File: src/hw/fpsv_pkg.sv
package fpsv_pkg;
  // Word layout
  localparam int          SIGN_BIT  = 31;
  localparam int          EXP_HI    = 30;
  localparam int          EXP_LO    = 23;
  localparam int          QUIET_BIT = 22;
  localparam logic [7:0]  EXP_ONES  = 8'hFF;
  localparam logic [7:0]  EXP_NONE  = 8'h00;
  // Fixed and origin-coded NaN results
  localparam logic [31:0] QNAN_FIXED = 32'h7FC0_0000;
  localparam logic [31:0] QNAN_SNAN  = 32'h7FC0_0001;
  localparam logic [31:0] QNAN_SEED  = 32'h7FC0_0002;
  // Square-root seed constant
  localparam logic [31:0] SEED_MAGIC = 32'h5F37_59DF;
  // Rounding mode encodings
  localparam logic [1:0]  RND_NEAR  = 2'h0;
  localparam logic [1:0]  RND_POS   = 2'h1;
  localparam logic [1:0]  RND_NEG   = 2'h2;
  localparam logic [1:0]  RND_ZERO  = 2'h3;
  // Status word fields
  localparam int          INV_BIT   = 30;
  localparam int          UNF_BIT   = 27;
  localparam int          RND_HI    = 25;
  localparam int          RND_LO    = 24;
  // Register map
  localparam int          ADDR_W     = 12;
  localparam logic [11:0] REG_STATUS = 12'h000;
  localparam logic [11:0] REG_LAST   = 12'h004;
  // Unrounded result format
  localparam int          REXP_W    = 10;
  localparam int          RMANT_W   = 27;
  // Compare result encodings
  localparam logic [3:0]  CMP_LT    = 4'h1;
  localparam logic [3:0]  CMP_EQ    = 4'h2;
  localparam logic [3:0]  CMP_GT    = 4'h4;
  localparam logic [3:0]  CMP_UN    = 4'h8;
  // Operation codes
  typedef enum logic [2:0] {
    OP_ADD  = 3'h0,
    OP_MUL  = 3'h1,
    OP_FMA  = 3'h2,
    OP_FMS  = 3'h3,
    OP_CMP  = 3'h4,
    OP_SEED = 3'h5,
    OP_UPDF = 3'h6
  } fpsv_op_t;
  // Operand classes, one-hot
  typedef enum logic [5:0] {
    CLS_NORM = 6'h01,
    CLS_DEN  = 6'h02,
    CLS_ZERO = 6'h04,
    CLS_INF  = 6'h08,
    CLS_SNAN = 6'h10,
    CLS_QNAN = 6'h20
  } fpsv_cls_t;
endpackage : fpsv_pkg

File: src/hw/fpsv_cls_if.sv
`timescale 1ns/1ps
interface fpsv_cls_if;
  logic [31:0]         word;    // Raw operand
  fpsv_pkg::fpsv_cls_t cls;     // Operand class
  logic [31:0]         flushed; // Operand with denormal flushed
  modport cls_side (input word, output cls, output flushed);
  modport use_side (output word, input cls, input flushed);
endinterface : fpsv_cls_if

File: src/hw/fpsv_top.sv
`timescale 1ns/1ps
module fpsv_top (
  input  wire logic                     clk,       // Core clock
  input  wire logic                     rst,       // Sync reset
  input  wire logic                     psel,      // APB select
  input  wire logic                     penable,   // APB enable
  input  wire logic                     pwrite,    // APB direction
  input  wire logic [fpsv_pkg::ADDR_W-1:0] paddr,  // APB address
  input  wire logic [31:0]              pwdata,    // APB write data
  output logic      [31:0]              prdata,    // APB read data
  output logic                          pready,    // APB ready
  output logic                          pslverr,   // APB error
  input  wire logic                     op_valid,  // Issue strobe
  input  wire fpsv_pkg::fpsv_op_t       op_code,   // Issued op
  input  wire logic [31:0]              op_a,      // Operand a
  input  wire logic [31:0]              op_b,      // Operand b
  input  wire logic [31:0]              op_c,      // Operand c
  output logic                          ar_valid,  // To arithmetic
  output fpsv_pkg::fpsv_op_t            ar_op,     // Forwarded op
  output logic      [31:0]              ar_a,      // Flushed a
  output logic      [31:0]              ar_b,      // Flushed b
  output logic      [31:0]              ar_c,      // Flushed c
  input  wire logic                     res_valid, // Unrounded ready
  input  wire logic                     res_sign,  // Unrounded sign
  input  wire logic signed [9:0]        res_exp,   // Unrounded exp
  input  wire logic [26:0]              res_mant,  // Unrounded mant
  input  wire logic                     res_inv,   // Invalid case
  input  wire logic [7:0]               res_org,   // Invalid origin
  output logic                          fin_valid, // Final result
  output logic      [31:0]              fin_word,  // Final word
  output logic                          imm_valid, // Direct result
  output logic      [31:0]              imm_word,  // Direct word
  output logic      [3:0]               cmp_flags, // Compare outcome
  output logic                          cmp_denorm,// Denormal seen
  output logic                          exc_pulse, // Exception event
  output logic      [1:0]               round_mode,// Rounding mode
  output logic                          flag_inv,  // Sticky invalid
  output logic                          flag_unf   // Sticky underflow
);
  import fpsv_pkg::*;

  // All registered state
  typedef struct packed {
    logic [1:0]  mode;
    logic        inv;
    logic        unf;
    logic        pready;
    logic        pslverr;
    logic [31:0] prdata;
    logic        ar_valid;
    fpsv_op_t    ar_op;
    logic [31:0] ar_a;
    logic [31:0] ar_b;
    logic [31:0] ar_c;
    logic        imm_valid;
    logic [31:0] imm_word;
    logic        fin_valid;
    logic [31:0] fin_word;
    logic [3:0]  cmp;
    logic        cmp_dn;
    logic        exc;
    logic [16:0] last;
  } fpsv_state_t;

  fpsv_state_t s_reg;       // Current state
  fpsv_state_t s_next;      // Next state
  fpsv_cls_if  ci [3] ();   // Operand class links
  logic [31:0] opw [3];     // Operand words
  logic [31:0] rnd_word;    // Rounder output
  logic        rnd_tiny;    // Rounder tininess
  logic        acc;         // APB access phase
  logic        wr_upd;      // APB status write commits
  logic        upd;         // Any flag update
  logic [31:0] upd_src;     // Flag update source
  logic [31:0] status;      // Status word image
  logic        is_ar;       // Arithmetic op issued
  logic [2:0]  use_m;       // Operands used by op
  logic        sn_any;      // Signalling NaN among used
  logic        qn_any;      // Quiet NaN among used
  logic        inv_set;     // Invalid raised
  logic        unf_set;     // Underflow raised
  logic [3:0]  cmp_v;       // Exact compare outcome

  assign opw[0] = op_a;
  assign opw[1] = op_b;
  assign opw[2] = op_c;

  // One classifier per operand
  genvar gi;
  generate
    for (gi = 0; gi < 3; gi++)
    begin : g_cls
      assign ci[gi].word = opw[gi];
      fpsv_classify u_cls (
        .c (ci[gi])
      );
    end
  endgenerate

  // Rounding of unrounded results
  fpsv_round u_round (
    .sgn  (res_sign),
    .exp  (res_exp),
    .mant (res_mant),
    .mode (s_reg.mode),
    .word (rnd_word),
    .tiny (rnd_tiny)
  );

  // Operand use and NaN detection
  always_comb
  begin
    is_ar = (op_code == OP_ADD) || (op_code == OP_MUL) ||
            (op_code == OP_FMA) || (op_code == OP_FMS);
    case (op_code)
      OP_FMA, OP_FMS: use_m = 3'h7;
      OP_SEED:        use_m = 3'h1;
      OP_UPDF:        use_m = 3'h0;
      default:        use_m = 3'h3;
    endcase
    sn_any = (use_m[0] && ci[0].cls == CLS_SNAN) ||
             (use_m[1] && ci[1].cls == CLS_SNAN) ||
             (use_m[2] && ci[2].cls == CLS_SNAN);
    qn_any = (use_m[0] && ci[0].cls == CLS_QNAN) ||
             (use_m[1] && ci[1].cls == CLS_QNAN) ||
             (use_m[2] && ci[2].cls == CLS_QNAN);
  end

  // Exact compare on raw words, denormals kept
  always_comb
  begin
    if (ci[0].cls inside {CLS_SNAN, CLS_QNAN} ||
        ci[1].cls inside {CLS_SNAN, CLS_QNAN})
      cmp_v = CMP_UN;
    else if (op_a[30:0] == '0 && op_b[30:0] == '0)
      cmp_v = CMP_EQ;
    else if (op_a == op_b)
      cmp_v = CMP_EQ;
    else if (op_a[SIGN_BIT] != op_b[SIGN_BIT])
      cmp_v = op_a[SIGN_BIT] ? CMP_LT : CMP_GT;
    else if ((op_a[30:0] < op_b[30:0]) ^ op_a[SIGN_BIT])
      cmp_v = CMP_LT;
    else
      cmp_v = CMP_GT;
  end

  // Next-state logic
  always_comb
  begin
    s_next           = s_reg;
    s_next.pready    = 1'b0;
    s_next.pslverr   = 1'b0;
    s_next.ar_valid  = 1'b0;
    s_next.imm_valid = 1'b0;
    s_next.fin_valid = 1'b0;
    inv_set          = 1'b0;
    unf_set          = 1'b0;
    // Status word image
    status                = 32'h0000_0000;
    status[INV_BIT]       = s_reg.inv;
    status[UNF_BIT]       = s_reg.unf;
    status[RND_HI:RND_LO] = s_reg.mode;
    // APB slave, one wait state
    acc    = psel && penable;
    wr_upd = acc && s_reg.pready && pwrite && !s_reg.pslverr &&
             (paddr == REG_STATUS);
    if (acc && !s_reg.pready)
    begin
      s_next.pready = 1'b1;
      s_next.prdata = 32'h0000_0000;
      if (paddr == REG_STATUS)
        s_next.prdata = status;
      else if (paddr == REG_LAST)
        s_next.prdata = {15'h0000, s_reg.last};
      else
        s_next.pslverr = 1'b1;
    end
    // Issue side
    if (op_valid)
    begin
      s_next.last = {ci[0].cls, ci[1].cls, s_reg.cmp_dn, s_reg.cmp};
      if (is_ar)
      begin
        if (sn_any)
        begin
          // Signalling input is invalid
          s_next.imm_valid = 1'b1;
          s_next.imm_word  = QNAN_SNAN;
          inv_set          = 1'b1;
        end
        else if (qn_any)
        begin
          // Quiet input never propagates
          s_next.imm_valid = 1'b1;
          s_next.imm_word  = QNAN_FIXED;
        end
        else
        begin
          // Forward flushed operands
          s_next.ar_valid = 1'b1;
          s_next.ar_op    = op_code;
          s_next.ar_a     = ci[0].flushed;
          s_next.ar_b     = ci[1].flushed;
          s_next.ar_c     = ci[2].flushed;
        end
      end
      else if (op_code == OP_CMP)
      begin
        // Exact compare and denormal report
        s_next.imm_valid = 1'b1;
        s_next.imm_word  = {28'h000_0000, cmp_v};
        s_next.cmp       = cmp_v;
        s_next.cmp_dn    = (ci[0].cls == CLS_DEN) ||
                           (ci[1].cls == CLS_DEN);
        inv_set          = sn_any;
      end
      else if (op_code == OP_SEED)
      begin
        // Square-root seed only
        s_next.imm_valid = 1'b1;
        if (sn_any || ((ci[0].cls == CLS_NORM || ci[0].cls == CLS_INF)
            && op_a[SIGN_BIT]))
        begin
          s_next.imm_word = sn_any ? QNAN_SNAN : QNAN_SEED;
          inv_set         = 1'b1;
        end
        else if (qn_any)
          s_next.imm_word = QNAN_FIXED;
        else if (ci[0].cls inside {CLS_ZERO, CLS_DEN})
          s_next.imm_word = {op_a[SIGN_BIT], EXP_ONES, 23'h00_0000};
        else if (ci[0].cls == CLS_INF)
          s_next.imm_word = 32'h0000_0000;
        else
          s_next.imm_word = SEED_MAGIC - {1'b0, op_a[31:1]};
      end
    end
    // Result side, single rounding
    if (res_valid)
    begin
      s_next.fin_valid = 1'b1;
      if (res_inv)
      begin
        s_next.fin_word = QNAN_FIXED | {24'h00_0000, res_org};
        inv_set         = 1'b1;
      end
      else
      begin
        s_next.fin_word = rnd_word;
        unf_set         = rnd_tiny;
      end
    end
    // Flag update; a raised flag wins over clear
    upd     = wr_upd || (op_valid && op_code == OP_UPDF);
    upd_src = wr_upd ? pwdata : op_a;
    if (upd)
      s_next.mode = upd_src[RND_HI:RND_LO];
    s_next.inv = (upd ? upd_src[INV_BIT] : s_reg.inv) | inv_set;
    s_next.unf = (upd ? upd_src[UNF_BIT] : s_reg.unf) | unf_set;
    s_next.exc = inv_set | unf_set;
  end

  // State register
  always_ff @(posedge clk)
  begin
    if (rst)
    begin
      s_reg      <= '0;
      s_reg.mode <= RND_NEAR;
    end
    else
      s_reg <= s_next;
  end

  // Outputs straight from the state register
  assign prdata     = s_reg.prdata;
  assign pready     = s_reg.pready;
  assign pslverr    = s_reg.pslverr;
  assign ar_valid   = s_reg.ar_valid;
  assign ar_op      = s_reg.ar_op;
  assign ar_a       = s_reg.ar_a;
  assign ar_b       = s_reg.ar_b;
  assign ar_c       = s_reg.ar_c;
  assign fin_valid  = s_reg.fin_valid;
  assign fin_word   = s_reg.fin_word;
  assign imm_valid  = s_reg.imm_valid;
  assign imm_word   = s_reg.imm_word;
  assign cmp_flags  = s_reg.cmp;
  assign cmp_denorm = s_reg.cmp_dn;
  assign exc_pulse  = s_reg.exc;
  assign round_mode = s_reg.mode;
  assign flag_inv   = s_reg.inv;
  assign flag_unf   = s_reg.unf;
endmodule : fpsv_top

File: src/hw/fpsv_classify.sv
`timescale 1ns/1ps
module fpsv_classify (
  fpsv_cls_if.cls_side c // Operand and its class
);
  import fpsv_pkg::*;
  logic        sgn; // Sign field
  logic [7:0]  ex;  // Biased exponent field
  logic [22:0] fr;  // Fraction field
  // Split word into fields
  assign sgn = c.word[SIGN_BIT];
  assign ex  = c.word[EXP_HI:EXP_LO];
  assign fr  = c.word[QUIET_BIT:0];
  // Classify and flush
  always_comb
  begin
    c.flushed = c.word;
    if (ex == EXP_NONE)
    begin
      // Zero or denormal
      c.cls = (fr == '0) ? CLS_ZERO : CLS_DEN;
      c.flushed = {sgn, 31'h0000_0000};
    end
    else if (ex == EXP_ONES)
    begin
      // Infinity or NaN, quiet bit decides
      if (fr == '0)
        c.cls = CLS_INF;
      else
        c.cls = fr[QUIET_BIT] ? CLS_QNAN : CLS_SNAN;
    end
    else
      c.cls = CLS_NORM;
  end
endmodule : fpsv_classify

File: src/hw/fpsv_round.sv
`timescale 1ns/1ps
module fpsv_round (
  input  wire logic                sgn,  // Result sign
  input  wire logic signed [9:0]   exp,  // Biased exponent, unbounded
  input  wire logic        [26:0]  mant, // 1.23 plus guard bits
  input  wire logic        [1:0]   mode, // Rounding mode
  output logic             [31:0]  word, // Rounded, flushed word
  output logic                     tiny  // Unrounded below 2^-126
);
  import fpsv_pkg::*;
  logic [9:0]  sh_w; // Denormalising shift, wide
  logic [4:0]  sh;   // Shift, capped
  logic [26:0] dn;   // Shifted significand
  logic        lost; // Bits shifted out
  logic        g;    // Guard bit
  logic        st;   // Sticky bit
  logic        inc;  // Round-up decision
  logic [24:0] sum;  // Rounded significand
  logic [9:0]  e;    // Working exponent
  // Tininess judged on the unrounded value
  assign tiny = (mant != '0) && (exp < 10'sh001);
  // Single rounding of the unrounded value
  always_comb
  begin
    sh_w = 10'h001 - exp;
    sh   = 5'h00;
    if (tiny)
      sh = (sh_w > 10'h01B) ? 5'h1B : sh_w[4:0];
    dn   = mant >> sh;
    lost = |(mant & ~(27'h7FF_FFFF << sh));
    g    = dn[2];
    st   = |dn[1:0] | lost;
    // Rounding direction per mode
    case (mode)
      RND_NEAR: inc = g & (st | dn[3]);
      RND_POS:  inc = ~sgn & (g | st);
      RND_NEG:  inc = sgn & (g | st);
      default: inc = 1'b0;
    endcase
    sum  = {1'b0, dn[26:3]} + {24'h00_0000, inc};
    e    = tiny ? 10'h001 : exp;
    word = {sgn, e[7:0], sum[22:0]};
    if (sum[24])
    begin
      // Carry out renormalises
      e    = e + 10'h001;
      word = {sgn, e[7:0], sum[23:1]};
    end
    if (mant == '0 || !(sum[24] | sum[23]))
      word = {sgn, 31'h0000_0000};
    else if ($signed(e) >= $signed({2'h0, EXP_ONES}))
      word = {sgn, EXP_ONES, 23'h00_0000};
  end
endmodule : fpsv_round

File: config.mk
export PLATFORM = sky130hd
export DESIGN_NAME = fpsv_top
export DESIGN_NICKNAME = d
export VERILOG_FILES = /design/src/hw/fpsv_pkg.sv /design/src/hw/fpsv_cls_if.sv /design/src/hw/fpsv_top.sv /design/src/hw/fpsv_classify.sv /design/src/hw/fpsv_round.sv
export SDC_FILE = /design/constraint.sdc
export NUM_CORES = 1
export LEC_CHECK = 0
export ABC_AREA = 1
export BUFFER_PORTS_ARGS = -buffer_cell sky130_fd_sc_hd__buf_2
export CAP_MARGIN = 20
export CORE_AREA = 3 3 178 180
export DETAILED_ROUTE_END_ITERATION = 8
export DIE_AREA = 0 0 181 183
export GPL_ROUTABILITY_DRIVEN = 0
export PLACE_DENSITY = 0.78
export SYNTH_ARGS = -nofsm -noshare
export SYNTH_HDL_FRONTEND = slang
export SYNTH_SLANG_ARGS = --single-unit
File: constraint.sdc
create_clock -name clk -period 5.1 [get_ports clk]
set_clock_uncertainty 0.2 [all_clocks]
set_input_delay 1.02 -clock clk [delete_from_list [all_inputs] [get_ports clk]]
set_output_delay 1.02 -clock clk [all_outputs]
set_load 0.02 [all_outputs]
==> results_dict.tcl <==
set metrics [dict create \
    status "finished with violations" \
    violations "setup timing" \
    wire_per_inst_um 18.2 \
    drt-pass1-iter-count 6 \
    slew_viol_final 0 \
    dp_hpwl_mm 40.3 \
    root_buffer "clkbuf_16" \
    fillers 2669 \
    postLayoutCellArea_um2 18500 \
    crit_type "in -> reg" \
    seq_area_frac_synth 0.293 \
    reg2reg_depth 21 \
    num_vias 16742 \
    placed_area_um2 16900 \
    hold_class "reg -> reg" \
    timing.final.crit_share 1.06 \
    worst_hold_path.num_cells 2 \
    start_util 0.486 \
    io_buffers 367 \
    grt_overflow 0 \
    ys_warn_count 0 \
    grt_pass1_wl_mm 82.0 \
    fp.coreArea_um2 30300 \
    vias_per_cell 5.67 \
    htreeDepth 1 \
    worst_slew_pin_slew_ns 1.07 \
    area_growth_syn_to_layout_pct 25.6 \
    clock_latency_ns 0.54 \
    synth_flop_cell "dfxtp_1" \
    crit_fanout 8 \
    ant_nets 0 \
    maxSlewHeadroom 0.285 \
    grt_usage 0.301 \
    hold_start "fin_word[8]" \
    rsz0062_at_grt "true" \
    nNetsFinal 2774 \
    required_ns 5.36 \
    die_h_um 183 \
    p_per_area_nw_per_um2 258 \
    crit_arrival_ns 5.67 \
    holdWs_ns 0.266 \
    cts_buffers 25 \
    cp-end-kind "flip-flop" \
    cp_slowest_stage_delay_ns 0.30 \
    wirelength_mm 53.8 \
    critPathSlowestCell "a211oi_4" \
    reg2reg_from "round_mode[0]" \
    hold_viol 0 \
    antenna_found_initial 0 \
    finalWorstSetupSlack_ns -0.306 \
    drtIter0Drc 1373 \
    row_count 64 \
    cts_sinks 216 \
    synth-seq-cells 216 \
    critPathBufInv 5 \
    n_antenna_cell 0 \
    drc 0 \
    p_leak_nw 9.07 \
    maxCapViolations 0 \
    drive_gt1_frac 0.314 \
    final_cell_mix "buf_2 (365), nand2_1 (345), nand3_1 (270)" \
    syn_area_um2 14700 \
    ys_types 64 \
    ff_latch_area_um2 4320 \
    crit_path_start_kind "primary input" \
    fmax_ghz 0.185 \
    grt_start_max_net_pins 140 \
    grt_pass1_vias 15783 \
    multi_input_area_um2 8050 \
    die_w_um 181 \
    io_pins 407 \
    cts_tree "done" \
    clk_pin_slew_worst_paths_ns 0.06 \
    reg2reg_to "fin_word[26]" \
    clk_path_buf_depth 3 \
    critPathTopFamily "simple AND/OR/NAND/NOR gates" \
    synth_edf_count 0 \
    dp_slack_ns -0.764 \
    finalSetupViolCount 31 \
    syn_area_per_cell_um2 6.79 \
    worstHoldEndpoint "fin_word[8]" \
    crit_path_frequent_cell "nand2_1" \
    crit_cells 40 \
    period_needed_ns 5.41 \
    final_common_cell "buf_2" \
    rrSetupSlack_ns 1.57 \
    synth_cells 2173 \
    die-area_um2 33100 \
    vdd_ir_drop_max_mv 0.226 \
    ys_async_sr_fraction 0 \
]
[cell usage after synthesis (13+ instances only)]
| library cell | count | area, um^2 |
|---|---|---|
| nor2_1 | 137 | 514 |
| dfxtp_1 | 216 | 4320 |
| nand2_1 | 369 | 1390 |
| a21oi_1 | 137 | 686 |
| inv_2 | 13 | 48.8 |
| buf_4 | 205 | 1540 |
| ha_1 | 40 | 500 |
| nor3_1 | 25 | 125 |
| buf_6 | 13 | 146 |
| nand4_1 | 37 | 231 |
| o21ai_0 | 170 | 851 |
| xor2_1 | 38 | 333 |
| nor4_1 | 24 | 150 |
| o31ai_1 | 52 | 390 |
| clkbuf_1 | 63 | 236 |
| inv_1 | 210 | 788 |
| nand3_1 | 283 | 1420 |
[what timing repair did]
item	4_1_cts	5_1_grt
hold buffers	0	0
resized for setup	52	61
setup buffers	23	11
endpoints found under the hold margin	0	0
endpoints found under the setup margin	31	31
pin swaps	43	19
cloned	2	2
[through the flow]
step / std cells / total power [mW] / TNS [ns] / util
final: 2951 / 4.77 / -7.27 / 0.611
after floorplan: 2183 / 2.45 / -0.186 / -
after global routing: 2951 / 4.96 / -15.28 / 0.611
after detailed placement: 2867 / 2.81 / -22.19 / 0.558
after CTS: 2937 / 4.74 / -1.86 / 0.599
after global placement: 2867 / 2.79 / -17.95 / 0.558
[worst min-delay path: cells and delay by family, from the launching register on]
| kind | cells | cell delay [ns] |
|---|---|---|
| AO/OA/AOI/OAI | 1 | 0.05 |
| flip-flops | 1 | 0.31 |
| AND/OR/NAND/NOR | 1 | 0.06 |
[where the power goes]
| part | switching, mW | internal [mW] |
|---|---|---|
| logic | 0.660 | 0.413 |
| registers | 0.0369 | 1.75 |
| clock network | 0.761 | 1.15 |
| total | 1.46 | 3.32 |
[metal layers]
metal	routed length (um)	GRT usage
met5	0	0
met4	3100	0.147
met3	5100	0.0573
met2	25600	0.524
met1	20000	0.356
[layout make-up]
| cell class | count | share of cell area |
|---|---|---|
| Tap cell | 396 | 0.0267 |
| Clock inverter | 10 | 0.00837 |
| Timing Repair Buffer | 622 | 0.211 |
| Clock buffer | 35 | 0.0390 |
| Sequential cell | 216 | 0.233 |
| Inverter | 228 | 0.0477 |
| Multi-Input combinational cell | 1444 | 0.434 |
[worst max-delay path by stage]
stage / startpoint / end / slack (ns)
after detailed placement: res_exp[2] / fin_word[23] / -0.76
after global placement: res_exp[2] / fin_word[3] / -0.61
after floorplan: res_exp[1] / fin_word[30] / -0.05
after CTS: res_exp[1] / fin_word[5] / -0.08
after global routing: res_exp[2] / fin_word[28] / -0.56
final: res_exp[2] / fin_word[26] / -0.31
[cells by family (layout without fill, tap and decap cells)]
group,Yosys count,in the layout,share of synthesized area
AO/OA/AOI/OAI,417,417,0.162
buffers and inverters,526,895,0.194
other,1,11,0.000254
XOR/XNOR,47,47,0.0279
adder cells (fa/ha/maj),40,40,0.0339
multiplexers,1,1,0.000679
AND/OR/NAND/NOR,925,928,0.289
flip-flops,216,216,0.293
No activity file was read; power rests on OpenSTA's default activity.
